==> src/common/sdc_cfg.svh <==
// constants for the serial converter input logic
`ifndef SDC_CFG_SVH
`define SDC_CFG_SVH

`define SDC_CODE_W        12
`define SDC_CNT_W         4
`define SDC_CODE_ZERO     12'h000
`define SDC_CNT_ZERO      4'h0
`define SDC_CNT_FULL      4'hC
`define SDC_BUF_W         1
`define SDC_BUF_DEPTH     8
`define SDC_PIN_N         5
`define SDC_PIN_CLK       0
`define SDC_PIN_DATA      1
`define SDC_PIN_SEL       2
`define SDC_PIN_LOAD      3
`define SDC_PIN_CLR       4
`define SDC_PIN_IDLE      5'h1C
`define SDC_CLK_PERIOD_NS 25
`define SDC_LINK_PERIOD_NS 200

`endif

==> src/common/sdc_pkg.sv <==
// types shared by the serial converter input logic
`include "sdc_cfg.svh"

package sdc_pkg;

    typedef logic [`SDC_CODE_W-1:0] sdc_code_t;
    typedef logic [`SDC_CNT_W-1:0]  sdc_cnt_t;
    typedef logic [`SDC_PIN_N-1:0]  sdc_pins_t;

    typedef enum logic [1:0] {
        SDC_HOLD_LATCHED,
        SDC_HOLD_TRANSPARENT,
        SDC_HOLD_ZEROED
    } sdc_hold_e;

endpackage : sdc_pkg

==> src/logic/sdc_fifo.sv <==
// small synchronous fifo with valid/ready on both sides
`timescale 1ns/1ps

module sdc_fifo #(
    parameter int WIDTH = 1,
    parameter int DEPTH = 8
) (
    // clock and reset
    input  wire logic             ref_clk,
    input  wire logic             rstn,
    // fill side
    input  wire logic             in_valid,
    output logic                  in_ready,
    input  wire logic [WIDTH-1:0] in_data,
    // drain side
    output logic                  out_valid,
    input  wire logic             out_ready,
    output logic      [WIDTH-1:0] out_data
);

    localparam int AW = $clog2(DEPTH);

    logic [WIDTH-1:0] mem [DEPTH];
    logic [AW:0]      wr_ptr;
    logic [AW:0]      rd_ptr;
    logic [AW:0]      next_wr_ptr;
    logic [AW:0]      next_rd_ptr;
    logic             push;
    logic             pop;
    logic             full;
    logic             empty;

    always_comb begin
        empty     = (wr_ptr == rd_ptr);
        full      = (wr_ptr[AW-1:0] == rd_ptr[AW-1:0]) && (wr_ptr[AW] != rd_ptr[AW]);
        in_ready  = !full;
        out_valid = !empty;
        out_data  = mem[rd_ptr[AW-1:0]];
        push      = in_valid && !full;
        pop       = out_ready && !empty;
        next_wr_ptr = push ? wr_ptr + (AW+1)'(1) : wr_ptr;
        next_rd_ptr = pop ? rd_ptr + (AW+1)'(1) : rd_ptr;
    end

    always_ff @(posedge ref_clk) begin
        if (!rstn) begin
            wr_ptr <= '0;
            rd_ptr <= '0;
        end else begin
            wr_ptr <= next_wr_ptr;
            rd_ptr <= next_rd_ptr;
        end
    end

    // storage needs no reset; empty flag guards reads
    always_ff @(posedge ref_clk) begin
        if (push) begin
            mem[wr_ptr[AW-1:0]] <= in_data;
        end
    end

endmodule : sdc_fifo

==> src/logic/sdc_input_logic.sv <==
// serial input register and holding register of a 12-bit converter
`timescale 1ns/1ps
`include "sdc_cfg.svh"

module sdc_input_logic (
    // clock and reset
    input  wire logic               ref_clk,
    input  wire logic               rstn,
    // serial pins, asynchronous to ref_clk
    input  wire logic               shift_clk,
    input  wire logic               serial_in,
    input  wire logic               select_n,
    input  wire logic               load_strobe_n,
    input  wire logic               zero_clear_n,
    // converter side
    output sdc_pkg::sdc_code_t      dac_code,
    output sdc_pkg::sdc_code_t      shift_word,
    output sdc_pkg::sdc_hold_e      hold_mode,
    // status
    output logic                    word_full,
    output logic                    load_done,
    output logic                    shift_buf_ready,
    output logic                    buf_overrun,
    output logic                    shift_in_load
);
    import sdc_pkg::*;

    function automatic logic rise(input logic cur, input logic prev);
        rise = cur && !prev;
    endfunction : rise

    function automatic logic fall(input logic cur, input logic prev);
        fall = !cur && prev;
    endfunction : fall

    // ---------------- pin synchronisers
    sdc_pins_t pin_raw;
    sdc_pins_t pin_meta;
    sdc_pins_t pin_sync;

    assign pin_raw[`SDC_PIN_CLK]  = shift_clk;
    assign pin_raw[`SDC_PIN_DATA] = serial_in;
    assign pin_raw[`SDC_PIN_SEL]  = select_n;
    assign pin_raw[`SDC_PIN_LOAD] = load_strobe_n;
    assign pin_raw[`SDC_PIN_CLR]  = zero_clear_n;

    localparam sdc_pins_t PIN_IDLE = `SDC_PIN_IDLE;

    genvar gi;
    generate
        for (gi = 0; gi < `SDC_PIN_N; gi++) begin : g_sync
            always_ff @(posedge ref_clk) begin
                if (!rstn) begin
                    pin_meta[gi] <= PIN_IDLE[gi];
                    pin_sync[gi] <= PIN_IDLE[gi];
                end else begin
                    pin_meta[gi] <= pin_raw[gi];
                    pin_sync[gi] <= pin_meta[gi];
                end
            end
        end
    endgenerate

    // ---------------- edge detection
    logic gate;
    logic gate_prev;
    logic load_prev;
    logic next_gate_prev;
    logic next_load_prev;
    logic shift_ev;
    logic load_fall;
    logic load_low;
    logic clr_low;
    logic data_bit;

    // clock and select are interchangeable: the shift edge is a rise of their or
    always_comb begin
        gate           = pin_sync[`SDC_PIN_CLK] | pin_sync[`SDC_PIN_SEL];
        data_bit       = pin_sync[`SDC_PIN_DATA];
        load_low       = !pin_sync[`SDC_PIN_LOAD];
        clr_low        = !pin_sync[`SDC_PIN_CLR];
        shift_ev       = rise(gate, gate_prev);
        load_fall      = fall(pin_sync[`SDC_PIN_LOAD], load_prev);
        next_gate_prev = gate;
        next_load_prev = pin_sync[`SDC_PIN_LOAD];
    end

    always_ff @(posedge ref_clk) begin
        if (!rstn) begin
            gate_prev <= 1'b1;
            load_prev <= 1'b1;
        end else begin
            gate_prev <= next_gate_prev;
            load_prev <= next_load_prev;
        end
    end

    // ---------------- bit buffer between edge finder and shift register
    logic buf_out_valid;
    logic buf_out_ready;
    logic buf_out_data;

    // draining stalls while load is low so partial data never reaches the output
    assign buf_out_ready = !load_low;

    sdc_fifo #(
        .WIDTH (`SDC_BUF_W),
        .DEPTH (`SDC_BUF_DEPTH)
    ) u_bit_buf (
        .ref_clk   (ref_clk),
        .rstn      (rstn),
        .in_valid  (shift_ev),
        .in_ready  (shift_buf_ready),
        .in_data   (data_bit),
        .out_valid (buf_out_valid),
        .out_ready (buf_out_ready),
        .out_data  (buf_out_data)
    );

    // ---------------- serial input register
    sdc_code_t shreg;
    sdc_code_t next_shreg;
    logic      do_shift;

    always_comb begin
        do_shift   = buf_out_valid && buf_out_ready;
        next_shreg = shreg;
        if (do_shift) begin
            // msb first: older bits move up, oldest falls off the top
            next_shreg = {shreg[`SDC_CODE_W-2:0], buf_out_data};
        end
    end

    // clear leaves this register alone
    always_ff @(posedge ref_clk) begin
        if (!rstn) begin
            shreg <= `SDC_CODE_ZERO;
        end else begin
            shreg <= next_shreg;
        end
    end

    assign shift_word = shreg;

    // ---------------- bits counted since the last load
    sdc_cnt_t bit_cnt;
    sdc_cnt_t next_bit_cnt;

    always_comb begin
        next_bit_cnt = bit_cnt;
        if (load_fall) begin
            next_bit_cnt = `SDC_CNT_ZERO;
        end else if (do_shift && bit_cnt != `SDC_CNT_FULL) begin
            next_bit_cnt = bit_cnt + `SDC_CNT_W'(1);
        end
    end

    always_ff @(posedge ref_clk) begin
        if (!rstn) begin
            bit_cnt <= `SDC_CNT_ZERO;
        end else begin
            bit_cnt <= next_bit_cnt;
        end
    end

    assign word_full = (bit_cnt == `SDC_CNT_FULL);

    // ---------------- holding register
    sdc_hold_e state;
    sdc_hold_e next_state;
    sdc_code_t hold;
    sdc_code_t next_hold;
    logic      done;
    logic      next_done;

    always_comb begin
        next_state = state;
        next_hold  = hold;
        next_done  = 1'b0;
        if (clr_low) begin
            // clear beats load; no serial edge needed
            next_state = SDC_HOLD_ZEROED;
            next_hold  = `SDC_CODE_ZERO;
        end else begin
            case (state)
                SDC_HOLD_LATCHED: begin
                    if (load_low) begin
                        next_state = SDC_HOLD_TRANSPARENT;
                        next_hold  = next_shreg;
                        next_done  = 1'b1;
                    end
                end
                SDC_HOLD_TRANSPARENT: begin
                    // on release keep the word: the stalled buffer drains in that same cycle
                    if (load_low) begin
                        next_hold  = next_shreg;
                    end else begin
                        next_state = SDC_HOLD_LATCHED;
                    end
                end
                SDC_HOLD_ZEROED: begin
                    // releasing clear with load high keeps zeros
                    if (load_low) begin
                        next_state = SDC_HOLD_TRANSPARENT;
                        next_hold  = next_shreg;
                    end else begin
                        next_state = SDC_HOLD_LATCHED;
                    end
                end
                default: begin
                    next_state = SDC_HOLD_ZEROED;
                    next_hold  = `SDC_CODE_ZERO;
                end
            endcase
        end
    end

    // shifting alone never reaches here while latched
    always_ff @(posedge ref_clk) begin
        if (!rstn) begin
            state <= SDC_HOLD_ZEROED;
            hold  <= `SDC_CODE_ZERO;
            done  <= 1'b0;
        end else begin
            state <= next_state;
            hold  <= next_hold;
            done  <= next_done;
        end
    end

    assign dac_code  = hold;
    assign hold_mode = state;
    assign load_done = done;

    // ---------------- misuse flags, sticky until reset
    logic overrun;
    logic in_load;
    logic next_overrun;
    logic next_in_load;

    always_comb begin
        next_overrun = overrun || (shift_ev && !shift_buf_ready);
        // controller should not clock data while load is low
        next_in_load = in_load || (shift_ev && load_low);
    end

    always_ff @(posedge ref_clk) begin
        if (!rstn) begin
            overrun <= 1'b0;
            in_load <= 1'b0;
        end else begin
            overrun <= next_overrun;
            in_load <= next_in_load;
        end
    end

    assign buf_overrun   = overrun;
    assign shift_in_load = in_load;

endmodule : sdc_input_logic

==> config.mk <==
export PLATFORM = sky130hd
export DESIGN_NAME = sdc_input_logic
export DESIGN_NICKNAME = d
export VERILOG_FILES = /design/src/common/sdc_pkg.sv /design/src/logic/sdc_fifo.sv /design/src/logic/sdc_input_logic.sv
export VERILOG_INCLUDE_DIRS = /design/src /design/src/common
export SDC_FILE = /design/constraint.sdc
export NUM_CORES = 1
export LEC_CHECK = 0
export BUFFER_PORTS_ARGS = -buffer_cell sky130_fd_sc_hd__buf_4
export CAP_MARGIN = 20
export CELL_PAD_IN_SITES_DETAIL_PLACEMENT = 2
export CELL_PAD_IN_SITES_GLOBAL_PLACEMENT = 2
export CORE_MARGIN = 3
export CORE_UTILIZATION = 38
export DETAILED_ROUTE_END_ITERATION = 10
export MAX_ROUTING_LAYER = met4
export PLACE_DENSITY = 0.87
export SETUP_SLACK_MARGIN = 0.15
export SYNTH_ARGS = -nofsm -noshare
export SYNTH_HDL_FRONTEND = slang
export SYNTH_SLANG_ARGS = --single-unit
==> constraint.sdc <==
create_clock -name ref_clk -period 2.75 [get_ports ref_clk]
set_input_delay 0.4125 -clock ref_clk [delete_from_list [all_inputs] [get_ports ref_clk]]
set_output_delay 0.4125 -clock ref_clk [all_outputs]
set_load 0.03 [all_outputs]
==> impl_metrics.csv, run 1 <==
group,metric,value,unit
logic_synthesis,synthTopCellsByCount,"56 x dfxtp_1, 25 x nand2_1, 21 x nor2_1",
timing,fmax,479,MHz
route,drt-wirelength-per-cell,19.1,um
power,power_leakage,1.29,nW
global_route,grt_use_total,20.0,%
power,powerDensity,680,nW/um2
timing,setup_viol,0,
logic_synthesis,yosys_warnings,0,
setup_path,critPathArrivalTime,1.68,ns
logic_synthesis,ys.flop_type,"dfxtp_1",
route,first_iter_violations,104,
clock_network,clkSinkCount,64,
logic_synthesis,ys_types,39,
setup_path,crit_path_max_fanout,4,
die,rows,28,
setup_path,crit_buf_inv,1,
die,die_h,86.9,um
power,ir_drop,393,uV
worst_hold_path,min_to,"pin_meta[2]",
clock_network,clk_latency,0.34,ns
route,viasPerCell,5.34,
logic_synthesis,synth_fp_nets,257,
clock_network,cts_buffer_depth,2,
die,die_w,86.9,um
cells_and_area,antennaDiodeCount,0,
global_route,antenna_found_initial,0,
cells_and_area,fin_nets,291,
timing,slew_headroom,59.0,%
timing,worst_pin_slew,0.613,ns
timing,rsz0062_at_grt,"false",
logic_synthesis,synth-seq-cells,64,
logic_synthesis,synth_top_area_share,45.0,%
logic_synthesis,yosysTopAreaCell,"dfxtp_1",
timing,finalHoldViolations,0,
logic_synthesis,synth-edff-count,8,
setup_path,crit_type,"flop to primary output",
worst_hold_path,holdPathStages,2,
clock_network,cts-root-buf,"clkbuf_8",
setup_path,worstReg2RegStart,"u_bit_buf.wr_ptr[3]",
global_route,grt_max_degree,55,
worst_hold_path,holdCritStartpoint,"select_n",
clock_network,clk_pin_slew,0.08,ns
die,start_util,40.6,%
timing,drv_slew,0,
setup_path,cp_cell_sequence,"xor2_1 -> nand4_1 -> buf_4",
clock_network,ctsHoldBuffers,0,
clock_network,cts_tree,"done",
timing,fin_crit,2.09,ns
die,core-area,6130,um2
logic_synthesis,synthTopCellsByArea,"dfxtp_1 45%, edfxtp_1 9.6%, mux2i_1 7.6%",
timing,finClkSkew,0.00834,ns
timing,fin_crit_sh,75.9,%
clock_network,cts_made_buffers,9,
cells_and_area,syn_to_final_growth,20.2,%
cells_and_area,seq_area,1360,um2
logic_synthesis,synth_most_common_cell,"dfxtp_1",
die,ios,38,
cells_and_area,multi_input_area,1020,um2
run_status,status,"finished clean",
global_route,grt_remaining_overflow,0,
place,io_buffers,37,
setup_path,critPathMaxStageDelay,0.47,ns
logic_synthesis,ys_seq_area_share,54.7,%
cells_and_area,final_util,48.8,%
global_route,grt_pass1_wl,11.0,mm
setup_path,crit_required,2.34,ns
setup_path,critPathSlowestCell,"xor2_1",
clock_network,htree_levels,3,
route,via_count,1922,
route,dr.pass1.iters,4,
place,hpwlAfterDp,4.11,mm
route,wl,6.86,mm
die,die_area,7560,um2
global_route,grt_pass1_vias,2137,
cells_and_area,nFillCells,644,
flow_run,maxCapViolCount,0,
clock_network,cts_setup_buffers,0,
setup_path,cp-start-kind,"flop",
logic_synthesis,postSynthCellCount,246,
logic_synthesis,synthArstFlopShare,0,%
clock_network,cts-resized-gates,0,
setup_path,worstRegToRegCells,5,
setup_path,reg2reg_to,"bit_cnt[3]",
cells_and_area,layout-drive-gt1-share,20.4,%
place,gp_congestion,0.680,
route,drcViolationCount,0,
timing,finalSetupTns,0,ns
setup_path,cpLargestDelayFamily,"XOR/XNOR gates",
logic_synthesis,postSynthAreaPerCell,10.1,um2
worst_hold_path,hold_class,"primary input to flop",
setup_path,worstSetupStartpoint,"u_bit_buf.wr_ptr[3]",
route,final_antenna_net_count,0,
logic_synthesis,netlist_area,2490,um2
setup_path,cp-end-kind,"primary output",
setup_path,r2r_slack,0.74,ns
-- state kept, by name, indices dropped and copies added (netlist names), named ones only --
| register | count |
|---|---|
| load_prev | 1 |
| u_bit_buf.wr_ptr | 4 |
| gate_prev | 1 |
| bit_cnt | 4 |
| hold_mode | 2 |
| u_bit_buf.mem | 8 |
| shift_word | 12 |
| pin_sync | 3 |
| pin_meta | 5 |
| u_bit_buf.rd_ptr | 4 |
| buf_out_ready | 1 |
| data_bit | 1 |
| buf_overrun | 1 |
| dac_code | 12 |
| shift_in_load | 1 |
| load_done | 1 |
-- area by class of cell --
| cell class | count | area share (%) |
|---|---|---|
| Multi-Input combinational cell | 160 | 34.2 |
| Sequential cell | 64 | 45.5 |
| Clock buffer | 11 | 5.43 |
| Tap cell | 75 | 3.14 |
| Timing Repair Buffer | 39 | 9.78 |
| Clock inverter | 5 | 1.25 |
| Inverter | 6 | 0.753 |
-- layer usage --
layer	up-vias	global-route usage [%]	share of wire, %
li1	906	-	-
met1	972	22.3	43
met2	35	34.6	52
met3	9	4.16	3.1
met4	0	7.79	1.6
met5	-	-	0
-- power by group --
| part | internal, W | leakage, nW | switching (W) |
|---|---|---|---|
| Clock | 0.000410 | 0.0971 | 0.000400 |
| Sequential | 0.000976 | 0.529 | 0.0000392 |
| Combinational | 0.0000792 | 0.662 | 0.000130 |
| Total | 0.00147 | 1.29 | 0.000569 |
-- worst max path at each step --
stage	depth (start not counted)	end	slack (ns)
6_report	3	shift_buf_ready	0.66
3_5_place_dp	5	bit_cnt[3]	0.79
2_1_floorplan	6	bit_cnt[3]	1.01
4_1_cts	3	shift_buf_ready	0.66
5_1_grt	3	shift_buf_ready	0.56
3_3_place_gp	5	bit_cnt[3]	0.87
-- logic make-up (layout without fill, tap and decap cells) --
logic type | count (synthesis) | in the layout | synth area share [%]
adder cells (fa/ha/maj) | 4 | 4 | 2.01
XOR/XNOR | 9 | 9 | 3.17
AND/OR/NAND/NOR | 96 | 96 | 18.6
AO/OA/AOI/OAI | 31 | 31 | 9.15
multiplexers | 20 | 20 | 8.09
flip-flops | 64 | 64 | 54.7
buffers and inverters | 22 | 61 | 4.27
-- cell usage in the layout (no fill, tap or decap), types with 2 or more instances in the layout --
master,instances
a21oi_1,2
and2_1,7
buf_4,39
clkbuf_8,10
clkinvlp_4,2
dfxtp_1,56
edfxtp_1,8
ha_1,4
inv_1,6
mux2i_1,19
nand2_1,25
nand2b_1,12
nand3_1,20
nand3b_1,2
nand4_1,2
nor2_1,21
nor3_1,2
o21a_1,2
o21ai_0,14
o311ai_0,2
o31ai_1,2
or3_1,2
xnor2_1,4
xor2_1,5
-- metrics by stage --
stage / cell area, um2 / setup WS (ns) / power (W) / cells / hold WS, ns
3_3_place_gp: 2790 / 0.873 / 0.00123 / 344 / 0.390
2_1_floorplan: 2490 / 1.01 / 0.00119 / 246 / 0.386
5_1_grt: 2990 / 0.558 / 0.00213 / 360 / 0.243
4_1_cts: 2990 / 0.656 / 0.00206 / 360 / 0.238
3_5_place_dp: 2790 / 0.786 / 0.00124 / 344 / 0.398
6_report: 2990 / 0.662 / 0.00203 / 360 / 0.250
(Power assumes the default switching activity.)
==> run 2: changes to the inputs <==
--- a/config.mk
+++ b/config.mk
@@ -11,10 +11,10 @@
 export CELL_PAD_IN_SITES_DETAIL_PLACEMENT = 2
 export CELL_PAD_IN_SITES_GLOBAL_PLACEMENT = 2
 export CORE_MARGIN = 3
-export CORE_UTILIZATION = 38
+export CORE_UTILIZATION = 32
 export DETAILED_ROUTE_END_ITERATION = 10
 export MAX_ROUTING_LAYER = met4
-export PLACE_DENSITY = 0.87
+export PLACE_DENSITY = 0.79
 export SETUP_SLACK_MARGIN = 0.15
 export SYNTH_ARGS = -nofsm -noshare
 export SYNTH_HDL_FRONTEND = slang
==> constraint.sdc (replaced) <==
create_clock -name ref_clk -period 1.9 [get_ports ref_clk]
set_input_delay 0.285 -clock ref_clk [delete_from_list [all_inputs] [get_ports ref_clk]]
set_output_delay 0.285 -clock ref_clk [all_outputs]
set_load 0.03 [all_outputs]
==> run 2 against run 1 <==
Net effect:
- power increased by 53%
- core utilization is 5.0 points lower
- largest cell class unchanged
- die area is 17% higher
==> impl_metrics.csv, run 2 (synthesis gave the netlist of run 1 again) <==
group,metric,value,unit
timing,fin_crit_sh,89.5,%
setup_path,cp-start-kind,"flop",
setup_path,reg2reg_to,"u_bit_buf.mem[0]",
setup_path,crit_path_max_fanout,7,
die,ios,38,
setup_path,cp_cell_sequence,"buf_4 -> xnor2_4 -> a41oi_4 -> nand2b_1 -> nor3_2",
setup_path,cp-end-kind,"flop",
timing,setup_viol,0,
global_route,grt_pass1_wl,10.9,mm
setup_path,critPathArrivalTime,1.74,ns
timing,drv_slew,0,
timing,rsz0062_at_grt,"true",
route,drcViolationCount,0,
clock_network,ctsHoldBuffers,0,
die,start_util,33.6,%
global_route,grt_max_degree,34,
route,final_antenna_net_count,0,
timing,fmax,588,MHz
cells_and_area,mostFrequentLayoutCells,"47 x dfxtp_1, 42 x buf_4, 25 x nand2_1",
setup_path,critPathSlowestCell,"a41oi_4",
clock_network,htree_levels,3,
route,viasPerCell,4.93,
setup_path,endpoint,"u_bit_buf.mem[0]",
run_status,status,"finished clean",
cells_and_area,postLayoutCellArea,3240,um2
die,die_w,94.2,um
setup_path,worstRegToRegCells,5,
timing,finalHoldViolations,0,
die,die_h,94.2,um
global_route,grt_use_total,16.8,%
power,ir_drop,627,uV
setup_path,crit_buf_inv,1,
die,die_area,8880,um2
route,routed.top_layer,"met4",
setup_path,critPathMaxStageDelay,0.35,ns
place,io_buffers,37,
cells_and_area,antennaDiodeCount,0,
clock_network,cts_made_buffers,9,
route,drt-wirelength-per-cell,17.5,um
power,power_leakage,1.36,nW
timing,finalSetupTns,0,ns
timing,finClkSkew,0.0117,ns
clock_network,cts_buffer_depth,2,
cells_and_area,syn_to_final_growth,30.3,%
timing,worst_pin_slew,0.577,ns
cells_and_area,layout-drive-gt1-share,28.7,%
route,wl_met3,238,um
route,via_count,1933,
setup_path,crit_required,1.94,ns
route,first_iter_violations,55,
setup_path,cpLargestDelayFamily,"simple AND/OR/NAND/NOR gates",
power,powerDensity,958,nW/um2
setup_path,crit_type,"flop to flop",
route,m1WireLength,2.96,mm
worst_hold_path,holdPathStages,2,
cells_and_area,final_common_cell,"dfxtp_1",
clock_network,cts-root-buf,"clkbuf_8",
route,wl_met2,3.51,mm
clock_network,clk_latency,0.35,ns
timing,slew_headroom,61.4,%
clock_network,clkSinkCount,64,
clock_network,clk_pin_slew,0.07,ns
global_route,grt_pass1_vias,2051,
route,wl,6.85,mm
global_route,antenna_found_initial,0,
timing,fin_crit,1.70,ns
die,rows,31,
flow_run,maxCapViolCount,0,
place,gp_congestion,0.736,
setup_path,r2r_slack,0.20,ns
place,hpwlAfterDp,4.35,mm
die,core-area,7410,um2
route,dr.pass1.iters,4,
worst_hold_path,hold_class,"primary input to flop",
setup_path,worstReg2RegStart,"u_bit_buf.rd_ptr[2]",
cells_and_area,fin_nets,299,
place,placed_area,2890,um2
cells_and_area,final_util,43.8,%
global_route,grt_remaining_overflow,0,
power,power,0.00311,W
clock_network,cts_tree,"done",
setup_path,critical_path_depth,5,
setup_path,worstSetupStartpoint,"u_bit_buf.rd_ptr[2]",
[run 2: cell count changes in the layout (fill, tap and decap cells not counted), moves of 3 or more]
| cell | previous run | this run |
|---|---|---|
| buf_4 | 39 | 42 |
| buf_6 | 0 | 4 |
| dfxtp_1 | 56 | 47 |
| dfxtp_2 | 0 | 9 |
| xnor2_1 | 4 | 1 |
| xnor2_4 | 0 | 3 |
| xor2_1 | 5 | 1 |
| xor2_2 | 0 | 4 |
[run 2: layout make-up]
type / instances / area (um2)
flip-flops and latches: 64 / 1370
inverters: 6 / 22.5
multi-input cells: 160 / 1130
clock buffers: 12 / 166
well taps: 99 / 124
fillers: 777 / 4160
clock inverters: 4 / 48.8
repair buffers: 47 / 380
[run 2: how the worst min path moves through the flow]
stage / endpoint / slack, ns / from
after floorplan: buf_out_ready / 0.39 / pin_meta[3]
after global placement: pin_sync[2] / 0.39 / pin_meta[2]
after detailed placement: pin_sync[4] / 0.40 / pin_meta[4]
after CTS: pin_meta[2] / 0.11 / select_n
after global routing: pin_meta[2] / 0.11 / select_n
final: pin_meta[2] / 0.12 / select_n
[run 2: metrics by stage]
stage                     instances  worst slack (ns)  hold slack (ns)
final                           392             0.200            0.123
after global routing            392            0.0926            0.114
after CTS                       392             0.154            0.111
after detailed placement        375             0.107            0.398
after global placement          375             0.198            0.391
after floorplan                 246             0.161            0.386
[run 2: per-layer routing]
layer	vias to the layer above	track usage (%)
met2	34	27.6
met3	16	4.17
li1	918	-
met5	-	-
met1	965	19.3
met4	0	7.46
[run 2: where the power goes]
part	switching, W	internal [W]	total, W
logic	0.000219	0.000163	0.000382
registers	0.0000493	0.00142	0.00147
clock network	0.000539	0.000720	0.00126
total	0.000807	0.00230	0.00311
[run 2: worst register-to-register path: cells and delay by family (launching register included)]
family / cells / cell delay, ns
simple gates: 2 / 0.41
xor+xnor: 1 / 0.14
flops: 1 / 0.33
buf+inv: 1 / 0.17
compound gates: 1 / 0.35
[run 2: what timing repair did]
| action | CTS | global route |
|---|---|---|
| hold endpoints to repair | 0 | 0 |
| gates resized for setup | 10 | 17 |
| setup buffers | 1 | 0 |
| setup endpoints to repair | 11 | 13 |
| pin swaps | 1 | 4 |
==> run 3: changes to the inputs <==
--- a/config.mk
+++ b/config.mk
@@ -10,11 +10,11 @@
 export CAP_MARGIN = 20
 export CELL_PAD_IN_SITES_DETAIL_PLACEMENT = 2
 export CELL_PAD_IN_SITES_GLOBAL_PLACEMENT = 2
-export CORE_MARGIN = 3
 export CORE_UTILIZATION = 32
 export DETAILED_ROUTE_END_ITERATION = 10
 export MAX_ROUTING_LAYER = met4
 export PLACE_DENSITY = 0.79
+export REMOVE_ABC_BUFFERS = 1
 export SETUP_SLACK_MARGIN = 0.15
 export SYNTH_ARGS = -nofsm -noshare
 export SYNTH_HDL_FRONTEND = slang
==> run 3 against run 2 <==
Net effect:
- register-to-register slack worse by 0.04 ns
- fmax down 3.7%
- sequential share of layout area up 0.78 points
- critical path depth down 2
==> impl_metrics.csv, run 3 (synthesis gave the netlist of run 1 again) <==
group,metric,value,unit
cells_and_area,antennaDiodeCount,0,
route,viasPerCell,4.81,
place,hpwlAfterDp,4.19,mm
timing,finalWorstSetupSlack,0.136,ns
run_status,status,"finished clean",
place,gp_congestion,0.705,
cells_and_area,seq_area,1380,um2
worst_hold_path,hold_class,"primary input to flop",
place,dp_slack,0.164,ns
route,wl_met2,3.35,mm
global_route,grt_pass1_vias,2108,
clock_network,cts_tree,"done",
cells_and_area,layout-drive-gt1-share,27.0,%
global_route,grt_max_degree,49,
die,core-area,7370,um2
route,wl_met3,155,um
flow_run,maxCapViolCount,0,
clock_network,htree_levels,3,
timing,setup_viol,0,
clock_network,cts_made_buffers,9,
timing,rsz0062_at_grt,"true",
power,p_int,0.00230,W
setup_path,crit_path_max_fanout,5,
route,final_antenna_net_count,0,
power,combPwrFrac,12.5,%
route,m1WireLength,2.93,mm
setup_path,worstRegToRegCells,5,
power,power_leakage,1.37,nW
timing,drv_slew,0,
route,first_iter_violations,62,
clock_network,ctsHoldBuffers,0,
global_route,antenna_found_initial,0,
cells_and_area,syn_to_final_growth,28.3,%
setup_path,critPathArrivalTime,1.48,ns
die,die_area,8140,um2
die,start_util,33.8,%
power,ir_drop,420,uV
cells_and_area,multi_input_area,1080,um2
route,drt-wirelength-per-cell,16.6,um
cells_and_area,mostFrequentLayoutCells,"50 x dfxtp_1, 49 x buf_4, 25 x nand2_1",
route,via_count,1898,
route,routed.top_layer,"met4",
timing,worst_pin_slew,0.595,ns
global_route,grt_pass1_wl,10.8,mm
clock_network,clkSinkCount,64,
power,powerDensity,964,nW/um2
timing,finalHoldViolations,0,
timing,fin_crit,1.76,ns
route,drcViolationCount,0,
power,power_frac_seq,47.9,%
global_route,grt_remaining_overflow,0,
worst_hold_path,holdPathStages,2,
timing,slew_headroom,60.2,%
timing,finalSetupTns,0,ns
timing,fin_crit_sh,92.9,%
power,p_clk_share,39.6,%
clock_network,clk_pin_slew,0.07,ns
power,switching_share,25.3,%
setup_path,cp-end-kind,"primary output",
cells_and_area,final_common_cell,"dfxtp_1",
clock_network,clk_latency,0.35,ns
cells_and_area,nFillCells,798,
route,wl,6.57,mm
clock_network,cts_buffer_depth,2,
setup_path,crit_required,1.62,ns
die,die_h,90.2,um
setup_path,cp-start-kind,"flop",
cells_and_area,fin_nets,302,
die,die_w,90.2,um
power,p_sw,0.000780,W
timing,finClkSkew,0.00931,ns
global_route,grt_use_total,17.5,%
die,ios,38,
timing,fmax,567,MHz
route,dr.pass1.iters,3,
die,rows,31,
place,io_buffers,37,
clock_network,cts-root-buf,"clkbuf_8",
setup_path,crit_type,"flop to primary output",
## run 3: timing repair
item                                    CTS  global route
resized for setup                         8            10
cloned                                    0             0
setup buffers                             0             5
pin swaps                                 1             0
endpoints found under the setup margin    3            16
## run 3: path summary, 6_finish.rpt
check | from | endpoint | slack (ns)
worst max-delay path | u_bit_buf.rd_ptr[2] | shift_buf_ready | 0.14
worst min register to register | pin_meta[2] | pin_sync[2] | 0.41
worst max register to register | u_bit_buf.rd_ptr[2] | shift_word[4] | 0.16
worst min-delay path | select_n | pin_meta[2] | 0.12
## run 3: power groups by stage
stage | Clock (W) | Sequential, W | Combinational [W]
finish | 0.00122 | 0.00148 | 0.000386
global route | 0.00132 | 0.00148 | 0.000420
detailed placement | 0 | 0.00150 | 0.000330
floorplan | 0 | 0.00151 | 0.000172
global placement | 0 | 0.00149 | 0.000318
CTS | 0.00125 | 0.00147 | 0.000347
## run 3: worst max-delay path, stage by stage, from the launching register on
cell     delay (ns)
dfxtp_2        0.39
xnor2_1        0.31
nand4_1        0.21
buf_4          0.22
## run 3: routing by layer
| layer | GRT usage (%) | vias to the layer above |
|---|---|---|
| met5 | - | - |
| met4 | 9.27 | 0 |
| met3 | 3.47 | 10 |
| met2 | 28.8 | 25 |
| met1 | 20.2 | 935 |
| li1 | - | 928 |
## run 3: cell type report
cell class | instances | share of cell area [%]
timing repair buffer | 50 | 11.9
clock buffer | 13 | 5.29
clock inverter | 3 | 1.25
sequential | 64 | 43.1
tap | 99 | 3.88
inverter | 6 | 0.705
multi-input combinational | 160 | 33.9
## run 3: per-stage QoR
step / utilization, % / area, um2 / hold slack, ns / std cells / total power (W)
after floorplan: - / 2410 / 0.347 / 230 / 0.00168
after global placement: 38.9 / 2870 / 0.389 / 374 / 0.00181
after detailed placement: 38.9 / 2870 / 0.397 / 374 / 0.00183
after CTS: 42.2 / 3110 / 0.106 / 390 / 0.00306
after global routing: 43.3 / 3190 / 0.112 / 395 / 0.00322
final: 43.3 / 3190 / 0.121 / 395 / 0.00308
